<file path="src/rtl/rtc_pkg.sv">
/*
  Constants for the real-time clock time, calendar and alarm core:
  register indices, storage slots, field positions, reset values, BCD
  limits and the one-second divider count.
  Assumes a 250 MHz register clock and 32-bit AXI4-Lite data.
*/
package rtc_pkg;

  // ****************************************
  // Register indices (byte address is four times the index).
  // ****************************************
  localparam logic [13:0] IDX_SEC = 14'h1800;
  localparam logic [13:0] IDX_SECA = 14'h1801;
  localparam logic [13:0] IDX_MIN = 14'h1802;
  localparam logic [13:0] IDX_MINA = 14'h1803;
  localparam logic [13:0] IDX_HOUR = 14'h1804;
  localparam logic [13:0] IDX_HOURA = 14'h1805;
  localparam logic [13:0] IDX_DAYW = 14'h1806;
  localparam logic [13:0] IDX_DAYM = 14'h1807;
  localparam logic [13:0] IDX_MONTH = 14'h1808;
  localparam logic [13:0] IDX_YEAR = 14'h1809;
  localparam logic [13:0] IDX_CTRL = 14'h180A;
  localparam logic [13:0] IDX_STAT = 14'h180B;
  localparam int ADDR_W = 16;

  // ****************************************
  // Storage slots, one per time, calendar or alarm register.
  // ****************************************
  localparam int N_REG = 10;
  localparam logic [3:0] S_SEC = 4'h0;
  localparam logic [3:0] S_SECA = 4'h1;
  localparam logic [3:0] S_MIN = 4'h2;
  localparam logic [3:0] S_MINA = 4'h3;
  localparam logic [3:0] S_HOUR = 4'h4;
  localparam logic [3:0] S_HOURA = 4'h5;
  localparam logic [3:0] S_DAYW = 4'h6;
  localparam logic [3:0] S_DAYM = 4'h7;
  localparam logic [3:0] S_MONTH = 4'h8;
  localparam logic [3:0] S_YEAR = 4'h9;

  // ****************************************
  // Field positions and masks.
  // ****************************************
  localparam int CTRL_SET_BIT = 0;
  localparam int CTRL_FMT_BIT = 1;
  localparam int STAT_FLAG_BIT = 0;
  localparam int MERIDIEM_BIT = 7;
  localparam int DAY_ANY_BIT = 7;
  localparam logic [1:0] IGNORE_CODE = 2'h3;
  localparam logic [7:0] MASK_FULL = 8'hFF;
  localparam logic [7:0] MASK_DAYW = 8'hF7;

  // ****************************************
  // Reset values of the stored registers, by slot.
  // ****************************************
  localparam logic [7:0] RST_VAL [N_REG] = '{
    8'h00, 8'h00, 8'h00, 8'h00, 8'h12,
    8'h00, 8'h01, 8'h01, 8'h01, 8'h00
  };

  // ****************************************
  // BCD limits.
  // ****************************************
  localparam logic [7:0] BCD_00 = 8'h00;
  localparam logic [7:0] BCD_01 = 8'h01;
  localparam logic [7:0] BCD_11 = 8'h11;
  localparam logic [7:0] BCD_12 = 8'h12;
  localparam logic [7:0] BCD_23 = 8'h23;
  localparam logic [7:0] BCD_28 = 8'h28;
  localparam logic [7:0] BCD_29 = 8'h29;
  localparam logic [7:0] BCD_30 = 8'h30;
  localparam logic [7:0] BCD_31 = 8'h31;
  localparam logic [7:0] BCD_59 = 8'h59;
  localparam logic [7:0] BCD_99 = 8'h99;
  localparam logic [3:0] DIGIT_9 = 4'h9;
  localparam logic [7:0] MON_FEB = 8'h02;
  localparam logic [7:0] MON_APR = 8'h04;
  localparam logic [7:0] MON_JUN = 8'h06;
  localparam logic [7:0] MON_SEP = 8'h09;
  localparam logic [7:0] MON_NOV = 8'h11;
  localparam logic [2:0] WDAY_FIRST = 3'h1;
  localparam logic [2:0] WDAY_LAST = 3'h7;

  // ****************************************
  // Timing and bus answers.
  // ****************************************
  localparam int SECOND_NS = 1000000000;
  localparam int CLK_PERIOD_NS = 4;
  localparam int TICK_CYCLES = SECOND_NS / CLK_PERIOD_NS;
  localparam int TICK_W = 28;
  localparam logic [1:0] RESP_OKAY = 2'h0;
  localparam logic [1:0] RESP_SLVERR = 2'h2;

endpackage

</file>
<file path="src/rtl/rtc_calendar_alarm_regs.sv">
/*
  Time, calendar and alarm core of a real-time clock with an AXI4-Lite
  register slave, a read snapshot, a write buffer and an alarm flag.
  Assumes one 250 MHz clock, a synchronous active-low reset and a master
  that follows the AXI4-Lite handshake rules.
*/
// Our own choice: the AXI4-Lite register port.
// What this block does
// - All time fields are stored as BCD.
// - Seconds and minutes count 00 to 59, wrap.
// - Hours 01-12 or 00-23 by mode.
// - Format bit: 0 twelve-hour, 1 twenty-four-hour.
// - Meridiem bit set means afternoon, 81-92.
// - Weekday counts 1 to 7, wraps to 1.
// - Day of month counts 01 to 31.
// - Month counts 01 to 12, wraps to 01.
// - Year counts BCD 00 to 99.
// - Time advances once every second.
// - Isolate clear: accesses reach live registers.
// - Isolate rising snapshots time for reads.
// - Isolate set buffers writes; clearing transfers them.
// - Alarm compares four fields, each ignorable.
// - Hours alarm C0-FF means hour ignored.
// - Weekday and day alarm share one register.
// - Day alarm bits 6-4 weekday, bit 7 any.
// - Leap years handled through year 2099.
// - Alarm bits 7 and 6 set ignore field.
// - Alarm match sets flag without any enable.
`timescale 1ns/1ps
module rtc_calendar_alarm_regs
  import rtc_pkg::*;
#(
  parameter int unsigned TICK_COUNT = TICK_CYCLES
) (
  input wire logic aclk,
  input wire logic aresetn,
  input wire logic [ADDR_W-1:0] s_axi_awaddr,
  input wire logic s_axi_awvalid,
  output logic s_axi_awready,
  input wire logic [31:0] s_axi_wdata,
  input wire logic [3:0] s_axi_wstrb,
  input wire logic s_axi_wvalid,
  output logic s_axi_wready,
  output logic [1:0] s_axi_bresp,
  output logic s_axi_bvalid,
  input wire logic s_axi_bready,
  input wire logic [ADDR_W-1:0] s_axi_araddr,
  input wire logic s_axi_arvalid,
  output logic s_axi_arready,
  output logic [31:0] s_axi_rdata,
  output logic [1:0] s_axi_rresp,
  output logic s_axi_rvalid,
  input wire logic s_axi_rready,
  output logic alarm_flag
);

  // ****************************************
  // Helper functions.
  // ****************************************
  function automatic logic [7:0] bcd_inc(input logic [7:0] v);
    bcd_inc = (v[3:0] == DIGIT_9) ? {v[7:4] + 4'h1, 4'h0}
                                   : {v[7:4], v[3:0] + 4'h1};
  endfunction

  function automatic logic [7:0] last_day(input logic [7:0] mon,
                                          input logic [7:0] yr);
    logic leap;
    leap = yr[4] ? (yr[3:0] == 4'h2 || yr[3:0] == 4'h6)
                 : (yr[3:0] == 4'h0 || yr[3:0] == 4'h4 ||
                    yr[3:0] == 4'h8);
    if (mon == MON_FEB) begin
      last_day = leap ? BCD_29 : BCD_28;
    end else if (mon == MON_APR || mon == MON_JUN ||
                 mon == MON_SEP || mon == MON_NOV) begin
      last_day = BCD_30;
    end else begin
      last_day = BCD_31;
    end
  endfunction

  // ****************************************
  // State.
  // ****************************************
  logic [7:0] live [N_REG];
  logic [7:0] rbuf [N_REG];
  logic [7:0] wbuf [N_REG];
  logic [7:0] next_time [N_REG];
  logic [N_REG-1:0] written;
  logic isolate;
  logic hour_format_select;
  logic [TICK_W-1:0] tick_cnt;
  logic tick;
  logic aw_held;
  logic [13:0] aw_idx;
  logic w_held;
  logic [7:0] w_byte;
  logic w_lane0;

  // ****************************************
  // One-second enable.
  // ****************************************
  wire tick_last = tick_cnt == TICK_W'(TICK_COUNT - 1);

  always_ff @(posedge aclk) begin
    if (!aresetn) begin
      tick_cnt <= '0;
    end else begin
      tick_cnt <= tick_last ? '0 : tick_cnt + 1'b1;
    end
  end

  always_ff @(posedge aclk) begin
    if (!aresetn) begin
      tick <= 1'b0;
    end else begin
      tick <= tick_last;
    end
  end

  // ****************************************
  // Time and calendar advance.
  // ****************************************
  wire [7:0] sec = live[S_SEC];
  wire [7:0] min = live[S_MIN];
  wire [7:0] hour = live[S_HOUR];
  wire [7:0] dayw = live[S_DAYW];
  wire [7:0] daym = live[S_DAYM];
  wire [7:0] mon = live[S_MONTH];
  wire [7:0] yr = live[S_YEAR];

  wire wrap_s = sec >= BCD_59;
  wire [7:0] n_sec = wrap_s ? BCD_00 : bcd_inc(sec);
  wire wrap_m = min >= BCD_59;
  wire c_hour = wrap_s & wrap_m;
  wire [7:0] n_min = !wrap_s ? min : wrap_m ? BCD_00 : bcd_inc(min);

  wire pm = hour[MERIDIEM_BIT];
  wire [7:0] h = {1'b0, hour[6:0]};
  wire [7:0] h_inc = bcd_inc(h);
  wire end_24 = h >= BCD_23;
  wire end_12 = (h == BCD_11) & pm;
  wire [7:0] hr24 = end_24 ? BCD_00 : h_inc;
  wire [7:0] hr12 = (h >= BCD_12) ? {pm, BCD_01[6:0]}
                  : (h == BCD_11) ? {~pm, BCD_12[6:0]}
                  : {pm, h_inc[6:0]};
  wire [7:0] n_hour = !c_hour ? hour
                    : hour_format_select ? hr24 : hr12;
  wire c_day = c_hour & (hour_format_select ? end_24 : end_12);

  wire [2:0] wd = dayw[2:0];
  wire [2:0] wd_inc = (wd >= WDAY_LAST) ? WDAY_FIRST : wd + 3'h1;
  wire [2:0] n_wd = c_day ? wd_inc : wd;

  wire wrap_d = daym >= last_day(mon, yr);
  wire [7:0] n_daym = !c_day ? daym
                    : wrap_d ? BCD_01 : bcd_inc(daym);
  wire c_mon = c_day & wrap_d;
  wire wrap_mo = mon >= BCD_12;
  wire [7:0] n_mon = !c_mon ? mon
                   : wrap_mo ? BCD_01 : bcd_inc(mon);
  wire c_yr = c_mon & wrap_mo;
  wire [7:0] n_yr = !c_yr ? yr
                  : (yr >= BCD_99) ? BCD_00 : bcd_inc(yr);

  assign next_time[S_SEC] = n_sec;
  assign next_time[S_SECA] = live[S_SECA];
  assign next_time[S_MIN] = n_min;
  assign next_time[S_MINA] = live[S_MINA];
  assign next_time[S_HOUR] = n_hour;
  assign next_time[S_HOURA] = live[S_HOURA];
  assign next_time[S_DAYW] = {dayw[7:3], n_wd};
  assign next_time[S_DAYM] = n_daym;
  assign next_time[S_MONTH] = n_mon;
  assign next_time[S_YEAR] = n_yr;

  // ****************************************
  // Alarm compare.
  // ****************************************
  wire [7:0] seca = live[S_SECA];
  wire [7:0] mina = live[S_MINA];
  wire [7:0] houra = live[S_HOURA];
  wire any_sec = seca[7:6] == IGNORE_CODE;
  wire any_min = mina[7:6] == IGNORE_CODE;
  wire any_hour = houra[7:6] == IGNORE_CODE;
  wire any_day = dayw[DAY_ANY_BIT];
  wire m_sec = any_sec | (seca == n_sec);
  wire m_min = any_min | (mina == n_min);
  wire m_hour = any_hour | (houra == n_hour);
  wire m_day = any_day | (dayw[6:4] == n_wd);
  wire match = tick & m_sec & m_min & m_hour & m_day;

  // ****************************************
  // Write channel decode.
  // ****************************************
  wire aw_fire = s_axi_awvalid & s_axi_awready;
  wire w_fire = s_axi_wvalid & s_axi_wready;
  wire wr_do = aw_held & w_held & ~s_axi_bvalid;
  wire [3:0] wr_slot = 4'(aw_idx - IDX_SEC);
  wire wr_slot_ok = (aw_idx >= IDX_SEC) && (aw_idx <= IDX_YEAR);
  wire wr_hit_ctrl = aw_idx == IDX_CTRL;
  wire wr_hit_stat = aw_idx == IDX_STAT;
  wire wr_ok = wr_slot_ok | wr_hit_ctrl | wr_hit_stat;
  wire wr_en = wr_do & w_lane0;
  wire [7:0] wr_mask = (wr_slot == S_DAYW) ? MASK_DAYW : MASK_FULL;
  wire [7:0] wr_val = w_byte & wr_mask;
  wire slot_wr = wr_en & wr_slot_ok;
  wire direct_wr = slot_wr & ~isolate;
  wire buf_wr = slot_wr & isolate;
  wire ctrl_wr = wr_en & wr_hit_ctrl;
  wire set_req = w_byte[CTRL_SET_BIT];
  wire snap = ctrl_wr & set_req & ~isolate;
  wire xfer = ctrl_wr & ~set_req & isolate;
  wire flag_clr = wr_en & wr_hit_stat & w_byte[STAT_FLAG_BIT];
  wire next_aw_held = aw_fire | (aw_held & ~wr_do);
  wire next_w_held = w_fire | (w_held & ~wr_do);
  wire next_bvalid = wr_do | (s_axi_bvalid & ~s_axi_bready);

  // ****************************************
  // Read channel decode.
  // ****************************************
  wire ar_fire = s_axi_arvalid & s_axi_arready;
  wire [13:0] rd_idx = s_axi_araddr[ADDR_W-1:2];
  wire [3:0] rd_slot = 4'(rd_idx - IDX_SEC);
  wire rd_slot_ok = (rd_idx >= IDX_SEC) && (rd_idx <= IDX_YEAR);
  wire rd_alarm = (rd_slot == S_SECA) | (rd_slot == S_MINA) |
                  (rd_slot == S_HOURA);
  wire [7:0] rd_time = (isolate & ~rd_alarm) ? rbuf[rd_slot]
                                             : live[rd_slot];
  wire [7:0] rd_ctrl = {6'h00, hour_format_select, isolate};
  wire [7:0] rd_stat = {7'h00, alarm_flag};
  wire rd_hit_ctrl = rd_idx == IDX_CTRL;
  wire rd_hit_stat = rd_idx == IDX_STAT;
  wire rd_ok = rd_slot_ok | rd_hit_ctrl | rd_hit_stat;
  wire [7:0] rd_val = rd_slot_ok ? rd_time
                    : rd_hit_ctrl ? rd_ctrl
                    : rd_hit_stat ? rd_stat : 8'h00;
  wire next_rvalid = ar_fire | (s_axi_rvalid & ~s_axi_rready);

  // ****************************************
  // Register storage.
  // ****************************************
  always_ff @(posedge aclk) begin
    for (int i = 0; i < N_REG; i++) begin
      if (!aresetn) begin
        live[i] <= RST_VAL[i];
      end else if (xfer & written[i]) begin
        live[i] <= wbuf[i];
      end else if (direct_wr & (wr_slot == 4'(i))) begin
        live[i] <= wr_val;
      end else if (tick) begin
        live[i] <= next_time[i];
      end
    end
  end

  // ****************************************
  // Read snapshot and write buffer.
  // ****************************************

  always_ff @(posedge aclk) begin
    for (int i = 0; i < N_REG; i++) begin
      if (!aresetn) begin
        rbuf[i] <= RST_VAL[i];
      end else if (snap) begin
        rbuf[i] <= live[i];
      end
    end
  end

  always_ff @(posedge aclk) begin
    for (int i = 0; i < N_REG; i++) begin
      if (!aresetn) begin
        wbuf[i] <= RST_VAL[i];
      end else if (buf_wr & (wr_slot == 4'(i))) begin
        wbuf[i] <= wr_val;
      end
    end
  end

  always_ff @(posedge aclk) begin
    for (int i = 0; i < N_REG; i++) begin
      if (!aresetn) begin
        written[i] <= 1'b0;
      end else if (buf_wr & (wr_slot == 4'(i))) begin
        written[i] <= 1'b1;
      end else if (xfer) begin
        written[i] <= 1'b0;
      end
    end
  end

  // ****************************************
  // Control bits and alarm flag.
  // ****************************************

  always_ff @(posedge aclk) begin
    if (!aresetn) begin
      isolate <= 1'b0;
      hour_format_select <= 1'b0;
    end else if (ctrl_wr) begin
      isolate <= set_req;
      hour_format_select <= w_byte[CTRL_FMT_BIT];
    end
  end

  // A match in the same cycle as a clear wins.
  always_ff @(posedge aclk) begin
    if (!aresetn) begin
      alarm_flag <= 1'b0;
    end else begin
      alarm_flag <= match | (alarm_flag & ~flag_clr);
    end
  end

  // ****************************************
  // AXI4-Lite write side.
  // ****************************************
  always_ff @(posedge aclk) begin
    if (!aresetn) begin
      aw_held <= 1'b0;
      w_held <= 1'b0;
      s_axi_awready <= 1'b0;
      s_axi_wready <= 1'b0;
      s_axi_bvalid <= 1'b0;
    end else begin
      aw_held <= next_aw_held;
      w_held <= next_w_held;
      s_axi_awready <= ~next_aw_held;
      s_axi_wready <= ~next_w_held;
      s_axi_bvalid <= next_bvalid;
    end
  end

  always_ff @(posedge aclk) begin
    if (!aresetn) begin
      aw_idx <= '0;
    end else if (aw_fire) begin
      aw_idx <= s_axi_awaddr[ADDR_W-1:2];
    end
  end

  always_ff @(posedge aclk) begin
    if (!aresetn) begin
      w_byte <= '0;
      w_lane0 <= 1'b0;
    end else if (w_fire) begin
      w_byte <= s_axi_wdata[7:0];
      w_lane0 <= s_axi_wstrb[0];
    end
  end

  always_ff @(posedge aclk) begin
    if (!aresetn) begin
      s_axi_bresp <= RESP_OKAY;
    end else if (wr_do) begin
      s_axi_bresp <= wr_ok ? RESP_OKAY : RESP_SLVERR;
    end
  end

  // ****************************************
  // AXI4-Lite read side.
  // ****************************************
  always_ff @(posedge aclk) begin
    if (!aresetn) begin
      s_axi_arready <= 1'b0;
      s_axi_rvalid <= 1'b0;
    end else begin
      s_axi_arready <= ~next_rvalid;
      s_axi_rvalid <= next_rvalid;
    end
  end

  always_ff @(posedge aclk) begin
    if (!aresetn) begin
      s_axi_rdata <= '0;
      s_axi_rresp <= RESP_OKAY;
    end else if (ar_fire) begin
      s_axi_rdata <= {24'h000000, rd_val};
      s_axi_rresp <= rd_ok ? RESP_OKAY : RESP_SLVERR;
    end
  end

endmodule

</file>
<file path="config.mk">
export PLATFORM = sky130hd
export DESIGN_NAME = rtc_calendar_alarm_regs
export DESIGN_NICKNAME = d
export VERILOG_FILES = /design/src/rtl/rtc_pkg.sv /design/src/rtl/rtc_calendar_alarm_regs.sv
export SDC_FILE = /design/constraint.sdc
export NUM_CORES = 1
export LEC_CHECK = 0
export BUFFER_PORTS_ARGS = -buffer_cell sky130_fd_sc_hd__buf_2
export CAP_MARGIN = 10
export CORE_MARGIN = 1.5
export CORE_UTILIZATION = 40
export DETAILED_ROUTE_END_ITERATION = 8
export PLACE_DENSITY_LB_ADDON = 0.15
export SETUP_SLACK_MARGIN = 0.1
export SLEW_MARGIN = 20
export SYNTH_ARGS = -nofsm -noshare
export SYNTH_HDL_FRONTEND = slang
export SYNTH_SLANG_ARGS = --single-unit
</file>
<file path="constraint.sdc">
create_clock -name aclk -period 8.75 [get_ports aclk]
set_clock_uncertainty 0.2 [all_clocks]
set_input_delay 1.3125 -clock aclk [delete_from_list [all_inputs] [get_ports aclk]]
set_output_delay 1.3125 -clock aclk [all_outputs]
set_load 0.005 [all_outputs]
</file>
==> impl_metrics.env <==
export IMPL_yosys_area_top_type="edfxtp_1"
export IMPL_die_area_mm2=0.0430
export IMPL_synth_edf_count=240
export IMPL_critPathSlowestCell="a211oi_1"
export IMPL_netlist_top_cells_area="edfxtp_1 (43%), dfxtp_1 (9.8%), mux4_2 (5.4%)"
export IMPL_synth_yosys_warnings=0
export IMPL_drt_iter0_markers=956
export IMPL_fin_nets=1623
export IMPL_grt_pass1_wl_um=68200
export IMPL_vias=11600
export IMPL_period_minus_slack_ns=4.65
export IMPL_slew_limit_headroom=0.281
export IMPL_postCtsResizedCells=0
export IMPL_wirelength_um=44800
export IMPL_diodes=0
export IMPL_synth_area_mm2=0.0167
export IMPL_fin_crit_sh=0.532
export IMPL_min_delay_path_class="reg -> reg"
export IMPL_fp_coreArea_mm2=0.0410
export IMPL_antenna_found_initial=1
export IMPL_endpoint_kind="register"
export IMPL_dp_hpwl_um=31400
export IMPL_drc=7
export IMPL_crit_chain="nand2b_1, nor3b_1, a21oi_1, o32a_1, ha_1, or4b_1, a21o_1, a21o_1, a211oi_1, or3_1, nand3_1, a21boi_0"
export IMPL_avgViaCountPerCell=5.57
export IMPL_place_area_mm2=0.0173
export IMPL_wire_per_inst_um=21.5
export IMPL_crit_fanout=10
export IMPL_grt_overflow_total=0
export IMPL_rows=74
export IMPL_holdWs_ns=0.251
export IMPL_yosysSeqAreaShare=0.530
export IMPL_tightestPinTransition_ns=1.08
export IMPL_stdcell_area_mm2=0.0185
export IMPL_tritoncts="yes"
export IMPL_hold_viol=0
export IMPL_ys_ff_latch=322
export IMPL_setup_viol_count_final=0
export IMPL_initial_utilization=0.407
export IMPL_max_stage_delay_ns=0.64
export IMPL_n_fill_cell=3862
export IMPL_start_kind="register"
export IMPL_syn_to_final_growth_pct=10.6
export IMPL_irDropWorstVdd_uv=117
export IMPL_drive_above_1_share=0.127
export IMPL_synth_main_ff_cell="edfxtp_1"
export IMPL_drt_antenna_violating_nets=0
export IMPL_gp_congestion=0.872
export IMPL_powerDensity_mw_per_mm2=187
export IMPL_postCtsSetupBuffers=0
export IMPL_slew_violations=0
export IMPL_syn_inst=1507
export IMPL_violations="design-rule violations"
export IMPL_cp_required_ns=8.81
export IMPL_power_switching_uw=815
export IMPL_grt_pass1_vias=11200
export IMPL_clock_sinks=322
export IMPL_die_width_um=207
export IMPL_cts_buffer_depth=3
export IMPL_critPathKind="reg -> reg"
export IMPL_numCtsBuffers=38
export IMPL_rsz0062_at_grt="false"
export IMPL_cts_root_buffer="clkbuf_16"
export IMPL_ys_types=85
export IMPL_clk_pin_slew_ns=0.06
export IMPL_cp_common_cell="a21o_1"
export IMPL_finalSetupTns_ns=0
export IMPL_first_pass_iters=9
export IMPL_timing_max_cap_violations=0
export IMPL_intPower_mw=2.63
export IMPL_switching_share=0.237
export IMPL_fmax_mhz=215
export IMPL_seq_power_share=0.501
export IMPL_cp_arrival_ns=4.71
export IMPL_port_buffers=59
export IMPL_power_frac_clock=0.439
export IMPL_grt_max_degree=81
export IMPL_htree_levels=2
export IMPL_final_cells=2087
export IMPL_groute_usage_overall=0.208
export IMPL_total_power_mw=3.45
export IMPL_outcome="complete, but fails checks"
export IMPL_yosysTopAreaCellShare=0.432
export IMPL_placed_cells=2018
export IMPL_postCtsHoldBufs=0
export IMPL_synth_async_reset_ratio=0
export IMPL_p_leak_nw=6.79
export IMPL_synth_avg_cell_area_um2=11.1
export IMPL_io_pins=117
export IMPL_die_height_um=207
export IMPL_clock_latency_ns=0.57
export IMPL_combPwrFrac=0.060
synthesized netlist by cell type (all sizes together) (3+ instances only):
cell	n
edfxtp	240
and2	129
nand2	121
nor2	101
dfxtp	82
clkbuf	68
o21ai	65
a21oi	61
buf	56
nor3	55
inv	45
a22oi	42
mux4	40
a22o	32
xor2	31
mux2i	27
nand3	27
xnor2	25
and3	22
ha	22
nand2b	20
nor2b	16
a31oi	15
a21o	14
nand4	14
a211oi	13
o22ai	10
or3	10
a222oi	8
nor4	8
a221o	7
mux2	7
o211ai	5
or2	5
nand3b	4
nor3b	4
o21a	4
o311ai	4
o31ai	4
a2111oi	3
and4	3
o2111ai	3
o32ai	3
or4b	3
cells by family after synthesis:
| group | count (synthesis) | synth area share |
|---|---|---|
| AND/OR/NAND/NOR | 553 | 0.174 |
| flip-flops | 322 | 0.530 |
| AO/OA/AOI/OAI | 309 | 0.128 |
| buffers and inverters | 170 | 0.0470 |
| multiplexers | 74 | 0.0749 |
| XOR/XNOR | 56 | 0.0294 |
| adder cells (fa/ha/maj) | 22 | 0.0165 |
| other | 1 | 0.000225 |
cells in the final DEF, fill, tap and decap left out, types with 7 or more instances in the layout:
| master | Yosys | layout |
|---|---|---|
| a211oi_1 | 13 | 13 |
| a21o_1 | 14 | 14 |
| a21oi_1 | 60 | 60 |
| a221o_1 | 7 | 7 |
| a222oi_1 | 8 | 8 |
| a22o_1 | 32 | 32 |
| a22oi_1 | 42 | 42 |
| a31oi_1 | 15 | 15 |
| and2_1 | 128 | 128 |
| and3_1 | 22 | 22 |
| buf_2 | 17 | 59 |
| buf_4 | 27 | 18 |
| clkbuf_1 | 67 | 13 |
| clkbuf_16 | 0 | 39 |
| clkinv_2 | 0 | 7 |
| conb_1 | 1 | 27 |
| dfxtp_1 | 82 | 82 |
| edfxtp_1 | 240 | 240 |
| ha_1 | 22 | 22 |
| inv_1 | 45 | 45 |
| mux2_2 | 7 | 7 |
| mux2i_1 | 27 | 27 |
| mux4_2 | 40 | 40 |
| nand2_1 | 119 | 118 |
| nand2b_1 | 19 | 19 |
| nand3_1 | 27 | 27 |
| nand4_1 | 14 | 14 |
| nor2_1 | 101 | 99 |
| nor2b_1 | 16 | 16 |
| nor3_1 | 53 | 53 |
| nor4_1 | 8 | 8 |
| o21ai_0 | 64 | 56 |
| o21ai_1 | 1 | 9 |
| o22ai_1 | 10 | 10 |
| or3_1 | 9 | 9 |
| xnor2_1 | 25 | 25 |
| xor2_1 | 31 | 31 |
metrics by stage:
| stage | setup slack, ns | utilization |
|---|---|---|
| final | 4.10 | 0.450 |
| after global routing | 3.92 | 0.450 |
| after CTS | 4.07 | 0.450 |
| after detailed placement | 3.90 | 0.421 |
| after global placement | 3.92 | 0.421 |
| after floorplan | 4.60 | - |
power by group through the flow:
stage	sequential (mW)	clock (mW)	combinational (mW)
after floorplan	1.73	0	0.157
after global placement	1.76	0	0.205
after CTS	1.73	1.54	0.208
after detailed placement	1.76	0	0.207
final	1.73	1.51	0.206
after global routing	1.73	1.60	0.225
per-layer routing:
metal	share of wire	wire length, µm	track usage
met5	0	0	0
met4	0.022	1000	0.0641
met3	0.068	3050	0.0328
met2	0.44	19900	0.321
met1	0.47	20900	0.301
sequential cells by signal (all words and copies together), names as in the netlist, 8 cells and up:
signal / cells
s_axi_rdata: 8
live: 80
wbuf: 80
w_byte: 8
aw_idx: 14
written: 10
rbuf: 80
tick_cnt: 28
worst paths after layout:
kind                                  from          to  slack (ns)  depth (start not counted)
worst max register to register  live[8][2]  live[9][7]        4.10                         12
worst min register to register  aw_idx[11]  aw_idx[11]        0.25                          2
worst max-delay path            live[8][2]  live[9][7]        4.10                         12
worst min-delay path            aw_idx[11]  aw_idx[11]        0.25                          2
cell type report:
type | instances | area (µm²) | area share
Clock inverter | 15 | 119 | 0.00644
Inverter | 46 | 173 | 0.00935
Multi-Input combinational cell | 1041 | 7180 | 0.389
Tap cell | 532 | 666 | 0.0361
Sequential cell | 322 | 8850 | 0.479
Clock buffer | 54 | 1050 | 0.0570
Timing Repair Buffer | 77 | 430 | 0.0233
worst max-delay path, delay by kind of cell (launching register included):
kind | cells | cell delay [ns]
compound gates | 6 | 1.79
fa+ha+maj | 1 | 0.27
flops | 1 | 0.53
simple gates | 5 | 1.55
(Power assumes the default switching activity.)
